[config.mk]
export PLATFORM = sky130hd
export DESIGN_NAME = emp_port
export DESIGN_NICKNAME = d
export VERILOG_FILES = /design/src/hdl/emp_pkg.sv /design/src/hdl/emp_dec_if.sv /design/src/hdl/emp_bank_dec.sv /design/src/hdl/emp_port.sv
export VERILOG_INCLUDE_DIRS = /design/src /design/src/hdl
export SDC_FILE = /design/constraint.sdc
export NUM_CORES = 1
export LEC_CHECK = 0
export ABC_AREA = 1
export ABC_CLOCK_PERIOD_IN_PS = 1670
export BUFFER_PORTS_ARGS = -buffer_cell sky130_fd_sc_hd__buf_2
export CORE_MARGIN = 2
export CORE_UTILIZATION = 45
export DETAILED_ROUTE_END_ITERATION = 8
export GPL_TIMING_DRIVEN = 0
export PLACE_DENSITY_LB_ADDON = 0.08
export SLEW_MARGIN = 20
export SYNTH_ARGS = -nofsm -noshare
export SYNTH_HDL_FRONTEND = slang
export SYNTH_SLANG_ARGS = --single-unit
[constraint.sdc]
create_clock -name mclk -period 1.67 [get_ports mclk]
set_input_delay 0.334 -clock mclk [delete_from_list [all_inputs] [get_ports mclk]]
set_output_delay 0.334 -clock mclk [all_outputs]
set_load 0.1 [all_outputs]
[src/hdl/emp_params.svh]
// Constants for the external memory port strobe block
`ifndef EMP_PARAMS_SVH
`define EMP_PARAMS_SVH
`define EMP_ADDR_W      24
`define EMP_DATA_W      32
`define EMP_NBANK       2
`define EMP_BANK_LSB    22
`define EMP_STROBE_MIN  2
`define EMP_CNT_W       5
`define EMP_RST_STROBE  1'b1
`define EMP_RST_OE      1'b0
`define EMP_LANE8_MASK  32'h0000_00FF
`define EMP_LANE16_MASK 32'h0000_FFFF
`endif

[src/hdl/emp_pkg.sv]
// Types for the external memory port strobe block
package emp_pkg;
  typedef enum logic [3:0] {
    EMP_IDLE   = 4'h1,
    EMP_SETUP  = 4'h2,
    EMP_STROBE = 4'h4,
    EMP_END    = 4'h8
  } emp_state_t;

  typedef enum logic [0:0] {
    EMP_W8  = 1'h0,
    EMP_W16 = 1'h1
  } emp_width_t;
endpackage

[src/hdl/emp_dec_if.sv]
// Carrier between the port sequencer and the bank decoder
interface emp_dec_if #(
  parameter int AW = 24,
  parameter int NB = 2
);
  logic [AW-1:0] addr;
  logic [NB-1:0] sel_n;
  modport req (output addr, input sel_n);
  modport dec (input addr, output sel_n);
endinterface

[src/hdl/emp_bank_dec.sv]
// Bank chip-select decoder from the external address
module emp_bank_dec #(
  parameter int AW  = 24,
  parameter int NB  = 2,
  parameter int LSB = 22
) (
  emp_dec_if.dec dif
);
  localparam int BW = (NB > 1) ? $clog2(NB) : 1;

  // One-hot active-low select, all high when out of range
  function automatic logic [NB-1:0] bank_dec(input logic [BW-1:0] idx);
    logic [NB-1:0] sel;
    sel = '1;
    for (int i = 0; i < NB; i++) begin
      if (idx == BW'(i)) begin
        sel[i] = 1'b0;
      end
    end
    return sel;
  endfunction

  wire logic [BW-1:0] bank_idx;

  // Bank index sits in the address bits from LSB upward
  assign bank_idx  = dif.addr[LSB +: BW];
  assign dif.sel_n = bank_dec(bank_idx);
endmodule

[src/hdl/emp_port.sv]
// External memory port: address, data, strobes and bank selects
`include "emp_params.svh"
module emp_port #(
  parameter int AW         = `EMP_ADDR_W,
  parameter int DW         = `EMP_DATA_W,
  parameter int NBANK      = `EMP_NBANK,
  parameter int BANK_LSB   = `EMP_BANK_LSB,
  parameter int STROBE_MIN = `EMP_STROBE_MIN
) (
  input  wire logic                  mclk,
  input  wire logic                  arst_n,
  input  wire logic                  req_valid,
  input  wire logic                  req_we,
  input  wire logic                  req_sdram,
  input  wire logic                  req_cond_true,
  input  wire emp_pkg::emp_width_t   req_width,
  input  wire logic [AW-1:0]         req_addr,
  input  wire logic [DW-1:0]         req_wdata,
  input  wire logic                  flags_mode,
  output logic                       req_ready,
  output logic                       done,
  output logic [DW-1:0]              rdata,
  input  wire logic                  ack_i,
  output logic [AW-1:0]              addr_o,
  output logic                       addr_oe,
  input  wire logic [DW-1:0]         data_i,
  output logic [DW-1:0]              data_o,
  output logic                       data_oe,
  output logic                       rd_n,
  output logic                       wr_n,
  output logic                       sdram_row_strobe_n,
  output logic [NBANK-1:0]           bank_select_n
);
  //----------------------------------------------------------------
  // Elaboration checks
  //----------------------------------------------------------------
  if (NBANK < 1 || NBANK > 4 || STROBE_MIN < 1 || STROBE_MIN > 31 ||
      BANK_LSB + 2 > AW || DW < 16) begin : g_chk
    $error("emp_port: unsupported parameter values");
  end

  //----------------------------------------------------------------
  // Declarations
  //----------------------------------------------------------------
  localparam logic [`EMP_CNT_W-1:0] CNT_LOAD = `EMP_CNT_W'(STROBE_MIN - 1);

  emp_pkg::emp_state_t      state_ff;
  logic [AW-1:0]            addr_ff;
  logic                     addr_oe_ff;
  logic [DW-1:0]            data_o_ff;
  logic                     data_oe_ff;
  logic                     rd_n_ff;
  logic                     wr_n_ff;
  logic                     ras_n_ff;
  logic [NBANK-1:0]         bsel_n_ff;
  logic [`EMP_CNT_W-1:0]    cnt_ff;
  logic                     done_ff;
  logic                     ready_ff;
  logic [DW-1:0]            rdata_ff;
  logic                     op_we_ff;
  logic                     op_go_ff;
  logic [DW-1:0]            mask_ff;
  logic                     ack_meta_ff;
  logic                     ack_sync_ff;
  logic [DW-1:0]            din_meta_ff;
  logic [DW-1:0]            din_sync_ff;

  emp_dec_if #(.AW(AW), .NB(NBANK)) dif ();

  //----------------------------------------------------------------
  // Bank decode
  //----------------------------------------------------------------
  assign dif.addr = req_addr;

  emp_bank_dec #(.AW(AW), .NB(NBANK), .LSB(BANK_LSB)) u_dec (
    .dif (dif)
  );

  //----------------------------------------------------------------
  // Decoding of the sequencer
  //----------------------------------------------------------------
  wire logic            is_idle;
  wire logic            is_setup;
  wire logic            is_strobe;
  wire logic            is_end;
  wire logic            take;
  wire logic            cnt_zero;
  wire logic            finish;
  wire logic [DW-1:0]   lane_mask;
  wire logic            rd_on;
  wire logic            wr_on;

  assign is_idle   = (state_ff == emp_pkg::EMP_IDLE);
  assign is_setup  = (state_ff == emp_pkg::EMP_SETUP);
  assign is_strobe = (state_ff == emp_pkg::EMP_STROBE);
  assign is_end    = (state_ff == emp_pkg::EMP_END);
  assign take      = is_idle && req_valid;
  assign cnt_zero  = (cnt_ff == '0);
  assign finish    = is_strobe && cnt_zero && ack_sync_ff;
  assign lane_mask = (req_width == emp_pkg::EMP_W8) ? DW'(`EMP_LANE8_MASK)
                                                    : DW'(`EMP_LANE16_MASK);
  // Strobe requests, held off in flag mode
  assign rd_on = op_go_ff && !op_we_ff && !flags_mode;
  assign wr_on = op_go_ff && op_we_ff && !flags_mode;

  //----------------------------------------------------------------
  // Pin input synchronisers
  //----------------------------------------------------------------
  always_ff @(posedge mclk or negedge arst_n) begin
    if (!arst_n) begin
      ack_meta_ff <= 1'b1;
      ack_sync_ff <= 1'b1;
      din_meta_ff <= '0;
      din_sync_ff <= '0;
    end else begin
      ack_meta_ff <= ack_i;
      ack_sync_ff <= ack_meta_ff;
      din_meta_ff <= data_i;
      din_sync_ff <= din_meta_ff;
    end
  end

  //----------------------------------------------------------------
  // State sequencer
  //----------------------------------------------------------------
  always_ff @(posedge mclk or negedge arst_n) begin
    if (!arst_n) begin
      state_ff <= emp_pkg::EMP_IDLE;
      cnt_ff   <= '0;
    end else begin
      case (state_ff)
        emp_pkg::EMP_IDLE: begin
          if (req_valid) begin
            state_ff <= emp_pkg::EMP_SETUP;
          end
        end
        emp_pkg::EMP_SETUP: begin
          cnt_ff   <= CNT_LOAD;
          // False condition or flag mode: no read or write strobe, straight to end
          state_ff <= (rd_on || wr_on) ? emp_pkg::EMP_STROBE : emp_pkg::EMP_END;
        end
        emp_pkg::EMP_STROBE: begin
          if (!cnt_zero) begin
            cnt_ff <= cnt_ff - `EMP_CNT_W'(1);
          end else if (ack_sync_ff) begin
            state_ff <= emp_pkg::EMP_END;
          end
        end
        emp_pkg::EMP_END: begin
          state_ff <= emp_pkg::EMP_IDLE;
        end
        default: begin
          state_ff <= emp_pkg::EMP_IDLE;
        end
      endcase
    end
  end

  //----------------------------------------------------------------
  // Address, data and select pins
  //----------------------------------------------------------------
  always_ff @(posedge mclk or negedge arst_n) begin
    if (!arst_n) begin
      addr_ff    <= '0;
      addr_oe_ff <= `EMP_RST_OE;
      data_o_ff  <= '0;
      data_oe_ff <= `EMP_RST_OE;
      bsel_n_ff  <= '1;
      op_we_ff   <= 1'b0;
      op_go_ff   <= 1'b0;
      mask_ff    <= '0;
    end else if (take) begin
      addr_ff    <= req_addr;
      addr_oe_ff <= 1'b1;
      data_o_ff  <= req_wdata & lane_mask;
      data_oe_ff <= req_we && req_cond_true;
      bsel_n_ff  <= dif.sel_n;
      op_we_ff   <= req_we;
      op_go_ff   <= req_cond_true;
      mask_ff    <= lane_mask;
    end else if (is_end) begin
      addr_oe_ff <= 1'b0;
      data_oe_ff <= 1'b0;
      bsel_n_ff  <= '1;
    end
  end

  //----------------------------------------------------------------
  // Strobes, completion and read data
  //----------------------------------------------------------------
  always_ff @(posedge mclk or negedge arst_n) begin
    if (!arst_n) begin
      rd_n_ff  <= `EMP_RST_STROBE;
      wr_n_ff  <= `EMP_RST_STROBE;
      ras_n_ff <= `EMP_RST_STROBE;
      done_ff  <= 1'b0;
      ready_ff <= 1'b0;
      rdata_ff <= '0;
    end else begin
      ras_n_ff <= !(take && req_sdram);
      rd_n_ff  <= !((is_setup || (is_strobe && !finish)) && rd_on);
      wr_n_ff  <= !((is_setup || (is_strobe && !finish)) && wr_on);
      done_ff  <= is_end;
      ready_ff <= (is_idle && !req_valid) || is_end;
      // Word taken a cycle after release, so the synchroniser holds a strobed sample
      if (is_end && rd_on) begin
        rdata_ff <= din_sync_ff & mask_ff;
      end
    end
  end

  // Outputs straight from flip-flops
  assign req_ready          = ready_ff;
  assign done               = done_ff;
  assign rdata              = rdata_ff;
  assign addr_o             = addr_ff;
  assign addr_oe            = addr_oe_ff;
  assign data_o             = data_o_ff;
  assign data_oe            = data_oe_ff;
  assign rd_n               = rd_n_ff;
  assign wr_n               = wr_n_ff;
  assign sdram_row_strobe_n = ras_n_ff;
  assign bank_select_n      = bsel_n_ff;

  //----------------------------------------------------------------
  // Assertions
  //----------------------------------------------------------------
  ack_wait_a: assert property (@(posedge mclk) disable iff (!arst_n)
    (is_strobe && cnt_zero && !ack_sync_ff) |=> (is_strobe && (!rd_n_ff || !wr_n_ff)))
    else $error("access completed while acknowledge low");

  ack_finish_a: assert property (@(posedge mclk) disable iff (!arst_n)
    finish |=> (is_end && rd_n_ff && wr_n_ff) ##1 (is_idle && done_ff))
    else $error("access did not complete after acknowledge");

  read_strobe_a: assert property (@(posedge mclk) disable iff (!arst_n)
    (is_setup && rd_on) |=> (!rd_n_ff && wr_n_ff)[*2])
    else $error("read strobe not asserted for read");

  write_strobe_a: assert property (@(posedge mclk) disable iff (!arst_n)
    (is_setup && wr_on) |=> (!wr_n_ff && rd_n_ff)[*2])
    else $error("write strobe not asserted for write");

  flag_strobes_a: assert property (@(posedge mclk) disable iff (!arst_n)
    flags_mode |=> (rd_n_ff && wr_n_ff))
    else $error("strobe asserted in flag mode");

  row_strobe_a: assert property (@(posedge mclk) disable iff (!arst_n)
    (take && req_sdram) |=> !sdram_row_strobe_n ##1 sdram_row_strobe_n)
    else $error("row strobe pulse wrong");

  bus_float_a: assert property (@(posedge mclk) disable iff (!arst_n)
    is_idle |-> (!addr_oe_ff && !data_oe_ff && rd_n_ff && wr_n_ff))
    else $error("bus driven while idle");

  select_addr_a: assert property (@(posedge mclk) disable iff (!arst_n)
    take |=> (addr_oe_ff && addr_o == $past(req_addr) &&
              bank_select_n == $past(dif.sel_n)))
    else $error("bank select not timed with address");

  select_idle_a: assert property (@(posedge mclk) disable iff (!arst_n)
    is_idle |-> (&bsel_n_ff))
    else $error("bank select active with no access");
endmodule

; ---- Word level (Yosys, flattened, before mapping)
; Cells that the tools add are included.
[op_classes]
n_addsub = 1
multipliers = 0
div_mod_pow = 0
magnitude_cmp = 0
n_eq_ne = 8
shift = 0
mux = 15
bitwise_logic = 2
reduce_logical = 29
[ops]
columns = cell, count
row1 = $and A32 B16 Y32, 1
row2 = $and A32 B32 Y32, 1
row3 = $mux W16, 1
row4 = $mux W4, 4
row5 = $logic_and A1 B1 Y1, 14
row6 = $pmux W4 S3, 1
row7 = $pmux W5 S2, 1
row8 = $logic_not A1 Y1, 7
row9 = $ne A2 B2 Y1 const B, 3
row10 = $logic_not A5 Y1, 1
row11 = $mux W1, 5
row12 = $mux W5, 1
row13 = $sub A5 B1 Y5 const B, 1
row14 = $eq A4 B1 Y1 const B, 1
row15 = $eq A4 B2 Y1 const B, 1
row16 = $eq A4 B3 Y1 const B, 1
row17 = $eq A4 B4 Y1 const B, 1
row18 = $mux W2, 2
row19 = $reduce_bool A2 Y1, 2
row20 = $logic_or A1 B1 Y1, 3
row21 = $reduce_and A3 Y1, 1
row22 = $ne A2 B1 Y1 const B, 1
row23 = $reduce_and A2 Y1, 1
[totals]
register_bits = 206
latchBits = 0
ram_bits = 0
romBits = 0
out_inout_bits = 97
elab_cells = 75
mem_count = 0

; ---- Depth between registers and ports, before layout
; Gate-level depths: netlist of run 1.
[depth]
word_depth = 8
depth_mapped = 8
mapped_depth_nobuf = 7

; ---- By module
; Synthesis of run 1 repeated with hierarchy kept, for this count alone.
[unflattened]
cells_unflattened = 426
area_unflattened_um2 = 4347.9
[by_module_without_submodules]
columns = module, instances, cells_each, area_per_inst_um2
row1 = emp_port, 1, 424, 4336.7
row2 = emp_bank_dec, 1, 2, 11.3

; ---- Worst setup path before layout of run 1
; Ideal clock, no wire load.
[synth_timing]
kind = reg2reg
from = register state_ff[0]
to = register addr_ff[10], in the netlist addr_o[10]
setup_ns = 0.120
t_arrival_ns = 1.215
slack_ns = 0.335
path_stages_with_launch = 8
n_path_buf = 2
synth_period_minus_slack_ns = 1.335
path_cell_list = dfstp_2 inv_1 nor2_2 nand3_2 buf_4 buf_6 nand2_1 nand2_1
[synth_between]
elab_chain_len = 2
[synth_rtl]
columns = item, line
row1 = start: declaration, emp_port.sv:47  ; emp_pkg::emp_state_t state_ff;
row2 = start signal: assignment, emp_port.sv:128  ; state_ff <= emp_pkg::EMP_IDLE;
row3 = start signal: assignment, emp_port.sv:134  ; state_ff <= emp_pkg::EMP_SETUP;
row4 = start signal: assignment, emp_port.sv:140  ; state_ff <= (rd_on || wr_on) ? emp_pkg::EMP_STROBE : emp_pkg::EMP_END;
row5 = $eq A4 B1 Y1, emp_port.sv:93  ; assign is_idle = (state_ff == emp_pkg::EMP_IDLE);
row6 = $logic_and A1 B1 Y1, emp_port.sv:97  ; assign take = is_idle && req_valid;
row7 = end signal: assignment, emp_port.sv:173  ; addr_ff <= req_addr;
row8 = end: declaration, emp_port.sv:48  ; logic [AW-1:0] addr_ff;
; Every way passes these cells.
; A chain may end at the register's enable or synchronous reset.

; ---- Worst setup path in the final report of run 1
[layout_timing]
from = register ras_n_ff, in the netlist sdram_row_strobe_n
to = output sdram_row_strobe_n
[layout_rtl]
columns = item, line
row1 = start: declaration, emp_port.sv:54  ; logic ras_n_ff;
row2 = start signal: assignment, emp_port.sv:195  ; ras_n_ff <= `EMP_RST_STROBE;
row3 = start signal: assignment, emp_port.sv:200  ; ras_n_ff <= !(take && req_sdram);
row4 = end: declaration, emp_port.sv:31  ; output logic sdram_row_strobe_n,
; No word-level cell between the ends.

==> impl_metrics.yaml, run 1 <==
sta:
  max_freq_mhz: 613.2
  post-route-period-util: 0.9765
  slew_headroom: 0.6607
  grt_setup_unrepaired: "no"
  count_of_endpoints_failing_setup_in_the_final_report: 0
  worst_clock_skew_ps: 12.96
  timing_max_transition_violations_final: 0
  timing.final.hold_violations: 0
  worst_pin_slew_ps: 512.5
  minimum_clock_period_ps: 1631
cts:
  cts.reportedPaths.clkPinSlew_ps: 110
  clk_root_buffer_cell: "clkbuf_8"
  post-cts-setup-buffers: 0
  clk_latency_ps: 360
  clock_tree.htree_level_count: 3
  tritoncts: "built"
  cts_sinks: 112
  cts-buffers-inserted: 9
  cts_buffer_depth: 2
worst_hold_path:
  hold-path-cell-count: 1
  hold_start: "ack_i"
  holdPathEnd: "ack_meta_ff"
  min_path_type: "input port to register"
synth:
  seq_area_frac_synth: 0.6594
  avgSynthCellArea_sq_um: 10.08
  synth.distinct_cells: 25
  dominantRegCellSynth: "dfrtp_1"
  async_flop_share: 1.000
  synth-edff-count: 0
  syn_inst: 423
  yosys_warnings: 0
  synth_area_sq_um: 4265
  synth.ff_latch_count: 112
worst_setup_path:
  startpoint_type: "register"
  chain_of_cells_forming_the_critical_path: "buf_2"
  crit_type: "register to primary output"
  reg2reg_setup_slack_ps: 190
  timing.rr.end: "data_o[4]"
  worstPathArrival_ps: 1300
  slowest_delay_ps: 520
  critical_path.slowest_cell: "dfstp_2"
  critPathCaptureType: "primary output"
  worst-path-max-fanout: 1
  reg2reg_from: "state_ff[0]"
  cp_top_family: "flip-flops"
  critical_path.n_buffers_inverters: 1
  worstRegToRegCells: 7
  worstPathRequired_ps: 1340
global_route:
  global_route_wire_length_before_repair_mm: 13.87
  grt_overflow: 0
  grt_max_degree: 75
  number_of_antenna_violations_at_the_first_check_in_global_routing: 0
  first_global_vias: 2982
  grt.total_usage: 0.1740
job:
  timing.max_cap.violations: 0
run_status:
  status: "complete, no violations"
route:
  total_number_of_vias: 3112
  post_drt_via_cell_ratio: 4.377
  route.antenna.remaining_nets: 0
  wl_per_cell_microns: 11.81
  detail_route.first_pass.iterations: 4
  first_iter_violations: 124
  route.detailed.drc: 0
  route.final.wire_length_mm: 8.395
place:
  post-place-cells: 694
  place.gp.congestion: 0.7930
  place.port_buffers: 128
  post-dp-hpwl_mm: 6.239
finish:
  multi_input_area_sq_um: 1169
  syn_to_final_growth_pct: 26.49
  final_nets: 693
  antenna_cells: 0
  post_route_cells_drive_above_1_share: 0.3500
  filler_cell_count: 835
  stdcell_count: 711
  register_area_sq_um: 2813
floorplanning:
  floorplan_row_count: 35
  dieArea_sq_um: 10270
  die_w_microns: 101.4
  initial_core_util: 0.4638
  core_sq_um: 9196
  floorplan.io_pins: 194
  fp.dieH_microns: 101.4
-- cell usage after synthesis (2+ instances only) --
master / n / area share
o21ai_0: 21 / 0.025
nor2_2: 2 / 0.0029
inv_2: 2 / 0.0018
buf_4: 37 / 0.065
nand3_2: 2 / 0.0047
dfstp_2: 8 / 0.049
inv_1: 14 / 0.012
nor2_1: 15 / 0.013
nand2_2: 2 / 0.0029
buf_2: 2 / 0.0023
buf_6: 3 / 0.0079
nand3_1: 13 / 0.015
nand2_1: 179 / 0.16
clkbuf_1: 3 / 0.0026
buf_1: 2 / 0.0018
o21ai_2: 6 / 0.012
dfrtp_1: 104 / 0.61
-- worst max path at each step --
stage                             from            endpoint  slack (ps)  cells after the start
detailed placement         state_ff[0]           data_o[3]         200                      7
finish              sdram_row_strobe_n  sdram_row_strobe_n          40                      1
global route        sdram_row_strobe_n  sdram_row_strobe_n          10                      1
CTS                               wr_n                wr_n           6                      1
floorplan                  state_ff[0]          addr_o[10]         340                      7
global placement                arst_n          addr_o[18]       -1010                      1
-- flip-flops by register name, indices dropped and copies added (netlist names), 2 cells and up --
name	count
cnt_ff	5
state_ff	4
addr_o	24
din_sync_ff	16
mask_ff	2
bank_select_n	2
data_o	16
rdata	16
din_meta_ff	16
-- cells in the final DEF (no fill, tap or decap), types with 2 or more instances in the layout --
master,n
clkbuf_4,2
nand2_2,2
clkbuf_1,4
inv_2,2
dfrtp_1,104
clkinvlp_4,2
buf_2,125
nand3_1,13
buf_1,2
clkbuf_8,9
buf_4,39
conb_1,32
nand3_2,2
inv_1,14
dfstp_2,8
buf_6,4
o21ai_0,21
o21ai_2,6
clkinv_4,2
nor2_1,15
nor2_2,2
nand2_1,179
-- cells by family (layout without fill, tap and decap cells) --
| group | Yosys count | count (layout) | synth area share |
|---|---|---|---|
| and+or+nand+nor | 216 | 216 | 0.2018 |
| DFF | 112 | 112 | 0.6594 |
| buffers and inverters | 63 | 209 | 0.09387 |
| AOI/OAI and AO/OA | 30 | 30 | 0.04107 |
| adders and majority gates | 1 | 1 | 0.002933 |
| other | 1 | 32 | 0.0008792 |
-- metrics by stage --
stage                 util  worst slack [ps]  cell area, sq um  hold WS (ps)  setup TNS [ps]
detailed placement  0.5649             195.0              5195         265.2               0
global placement    0.5612             -1012              5161         332.8         -107930
finish              0.5867             39.29              5395         60.28               0
floorplan                -             335.5              4382         38.41               0
CTS                 0.5861             5.570              5390         38.74               0
global route        0.5867             10.56              5395         40.07               0
-- worst register-to-register path: stages, from the launching register on --
cell	delay (ps)
dfstp_2	540
inv_1	70
nor2_2	140
nand3_2	130
inv_2	210
buf_4	210
nand2_1	70
nand2_1	60
-- routing by layer --
metal  routed length, microns  vias to the layer above  GRT usage  part of all wire
li1                         -                     1576          -                 -
met1                     3531                     1420     0.2126              0.42
met2                     3987                      105     0.2878              0.47
met3                      721                       11    0.05728             0.086
met4                      155                        0    0.06757             0.018
met5                        0                        -          0                 0
-- layout make-up --
class | instances | area share
Sequential cell | 112 | 0.5213
Buffer | 47 | 0.06308
Multi-Input combinational cell | 279 | 0.2166
Clock inverter | 6 | 0.009740
Timing Repair Buffer | 130 | 0.1287
Tap cell | 111 | 0.02574
Inverter | 16 | 0.01113
Clock buffer | 10 | 0.02365
-- timing repair --
item | in CTS | in global routing
gates cloned | 0 | 0
endpoints found under the setup margin | 2 | 2
hold buffers | 1 | 0
hold endpoints to repair | 30 | 0
gates resized for setup | 2 | 2
Power of run 1 is left out: the tool's default activity adds up to more than one toggle a clock period on the data nets, which glitch-free logic cannot reach.
==> inputs of run 2 (changes only) <==
--- a/config.mk
+++ b/config.mk
@@ -9,7 +9,7 @@
 export ABC_AREA = 1
 export ABC_CLOCK_PERIOD_IN_PS = 1670
 export BUFFER_PORTS_ARGS = -buffer_cell sky130_fd_sc_hd__buf_2
-export CORE_MARGIN = 2
+export CORE_MARGIN = 3
 export CORE_UTILIZATION = 45
 export DETAILED_ROUTE_END_ITERATION = 8
 export GPL_TIMING_DRIVEN = 0
==> impl_metrics.yaml, run 2 (synthesis results as in run 1) <==
run_status:
  status: "complete, no violations"
finish:
  post_route_core_utilization: 0.6054
  mostFrequentLayoutCells: "nand2_1 (179), buf_2 (124), dfrtp_1 (104), buf_4 (40), conb_1 (32)"
  final_nets: 693
  leading_cell_type_in_the_layout_fill_and_taps_excluded: "nand2_1"
  register_area_sq_um: 2813
  post_route_cells_drive_above_1_share: 0.3517
  antenna_cells: 0
  filler_cell_count: 810
  largest_reg_flops: 24
  multi_input_area_sq_um: 1169
  post-route-cell-area_sq_um: 5434
  syn_to_final_growth_pct: 27.40
cts:
  clk_latency_ps: 370
  tritoncts: "built"
  clock_tree.htree_level_count: 3
  cts-buffers-inserted: 9
  cts_sinks: 112
  cts_buffer_depth: 2
  clk_root_buffer_cell: "clkbuf_8"
  post-cts-setup-buffers: 0
  cts.reportedPaths.clkPinSlew_ps: 110
floorplanning:
  floorplan.io_pins: 194
  dieArea_sq_um: 10680
  initial_core_util: 0.4752
  core_sq_um: 8976
  die_w_microns: 103.4
  fp.dieH_microns: 103.4
  floorplan_row_count: 34
route:
  route.final.wire_length_mm: 8.884
  post_drt_via_cell_ratio: 4.398
  route.detailed.drc: 0
  total_number_of_vias: 3193
  route.antenna.remaining_nets: 0
  detail_route.first_pass.iterations: 6
  wl_per_cell_microns: 12.24
  first_iter_violations: 121
worst_setup_path:
  crit_path_end: "rd_n"
  worst-path-max-fanout: 1
  critPathCaptureType: "primary output"
  critical_path.slowest_cell: "dfstp_2"
  reg2reg_from: "state_ff[0]"
  reg2reg_setup_slack_ps: 160
  worstRegToRegCells: 7
  startpoint_type: "register"
  slowest_delay_ps: 530
  crit_type: "register to primary output"
  worstPathArrival_ps: 1210
  critical_path.n_buffers_inverters: 1
  cp_top_family: "flip-flops"
  timing.rr.end: "data_o[4]"
  crit_cells: 1
  critical_path.startpoint: "rd_n"
  chain_of_cells_forming_the_critical_path: "clkbuf_4"
  worstPathRequired_ps: 1340
place:
  post-place-ws_ps: 168.0
  place.port_buffers: 128
  placed_cell_area_sq_um: 5214
  post-dp-hpwl_mm: 6.448
  place.gp.congestion: 0.7493
global_route:
  global_route_wire_length_before_repair_mm: 14.18
  number_of_antenna_violations_at_the_first_check_in_global_routing: 0
  grt.total_usage: 0.1722
  first_global_vias: 3026
  grt_max_degree: 77
  grt_overflow: 0
sta:
  worst_clock_skew_ps: 9.997
  hold_worst_slack_ps: 53.75
  minimum_clock_period_ps: 1548
  timing.final.hold_violations: 0
  count_of_endpoints_failing_setup_in_the_final_report: 0
  post-route-period-util: 0.9267
  slew_headroom: 0.6544
  max_freq_mhz: 646.2
  timing_max_transition_violations_final: 0
  worst_pin_slew_ps: 522.0
  setup_ws_ps: 122.4
  grt_setup_unrepaired: "no"
job:
  timing.max_cap.violations: 0
worst_hold_path:
  min_path_type: "input port to register"
==> run 2: changes by cell type in the layout (fill, tap and decap cells not counted) <==
cell        previous run  this run
buf_4                 39        40
clkbuf_8               9        10
buf_2                125       124
clkbuf_1               4         3
clkinvlp_4             2         0
inv_8                  1         3
==> run 2: what timing repair did <==
item                                    CTS  global route
endpoints found under the setup margin    3             2
endpoints found under the hold margin    36             0
hold buffers                              1             0
gates resized for setup                   3             2
pin swaps                                 0             0
==> run 2: how the worst min path moves through the flow <==
stage | depth (start not counted) | endpoint | from
6_report | 1 | ack_meta_ff | ack_i
5_1_grt | 1 | din_meta_ff[1] | data_i[1]
4_1_cts | 1 | ack_meta_ff | ack_i
3_5_place_dp | 1 | din_meta_ff[8] | arst_n
3_3_place_gp | 0 | din_sync_ff[12] | din_meta_ff[12]
2_1_floorplan | 0 | addr_o[0] | arst_n
==> run 2: stage by stage <==
step / cells / TNS, ps
floorplan: 454 / 0
global placement: 708 / -108260
detailed placement: 709 / 0
CTS: 726 / 0
global route: 726 / 0
finish: 726 / 0
==> run 2: layout make-up <==
cell class | count | share of cell area
buffer | 47 | 0.06263
tap | 126 | 0.02901
clock inverter | 6 | 0.01105
clock buffer | 10 | 0.02533
inverter | 16 | 0.01105
multi-input combinational | 279 | 0.2151
timing repair buffer | 130 | 0.1283
sequential | 112 | 0.5176
==> run 2: layer usage <==
metal  up-vias  part of all wire  track usage
li1       1580                 -            -
met1      1472              0.42       0.2218
met2       123              0.46       0.2588
met3        18              0.10      0.06573
met4         0             0.025      0.07869
met5         -                 0            0
Power of run 2 is left out for the same reason.
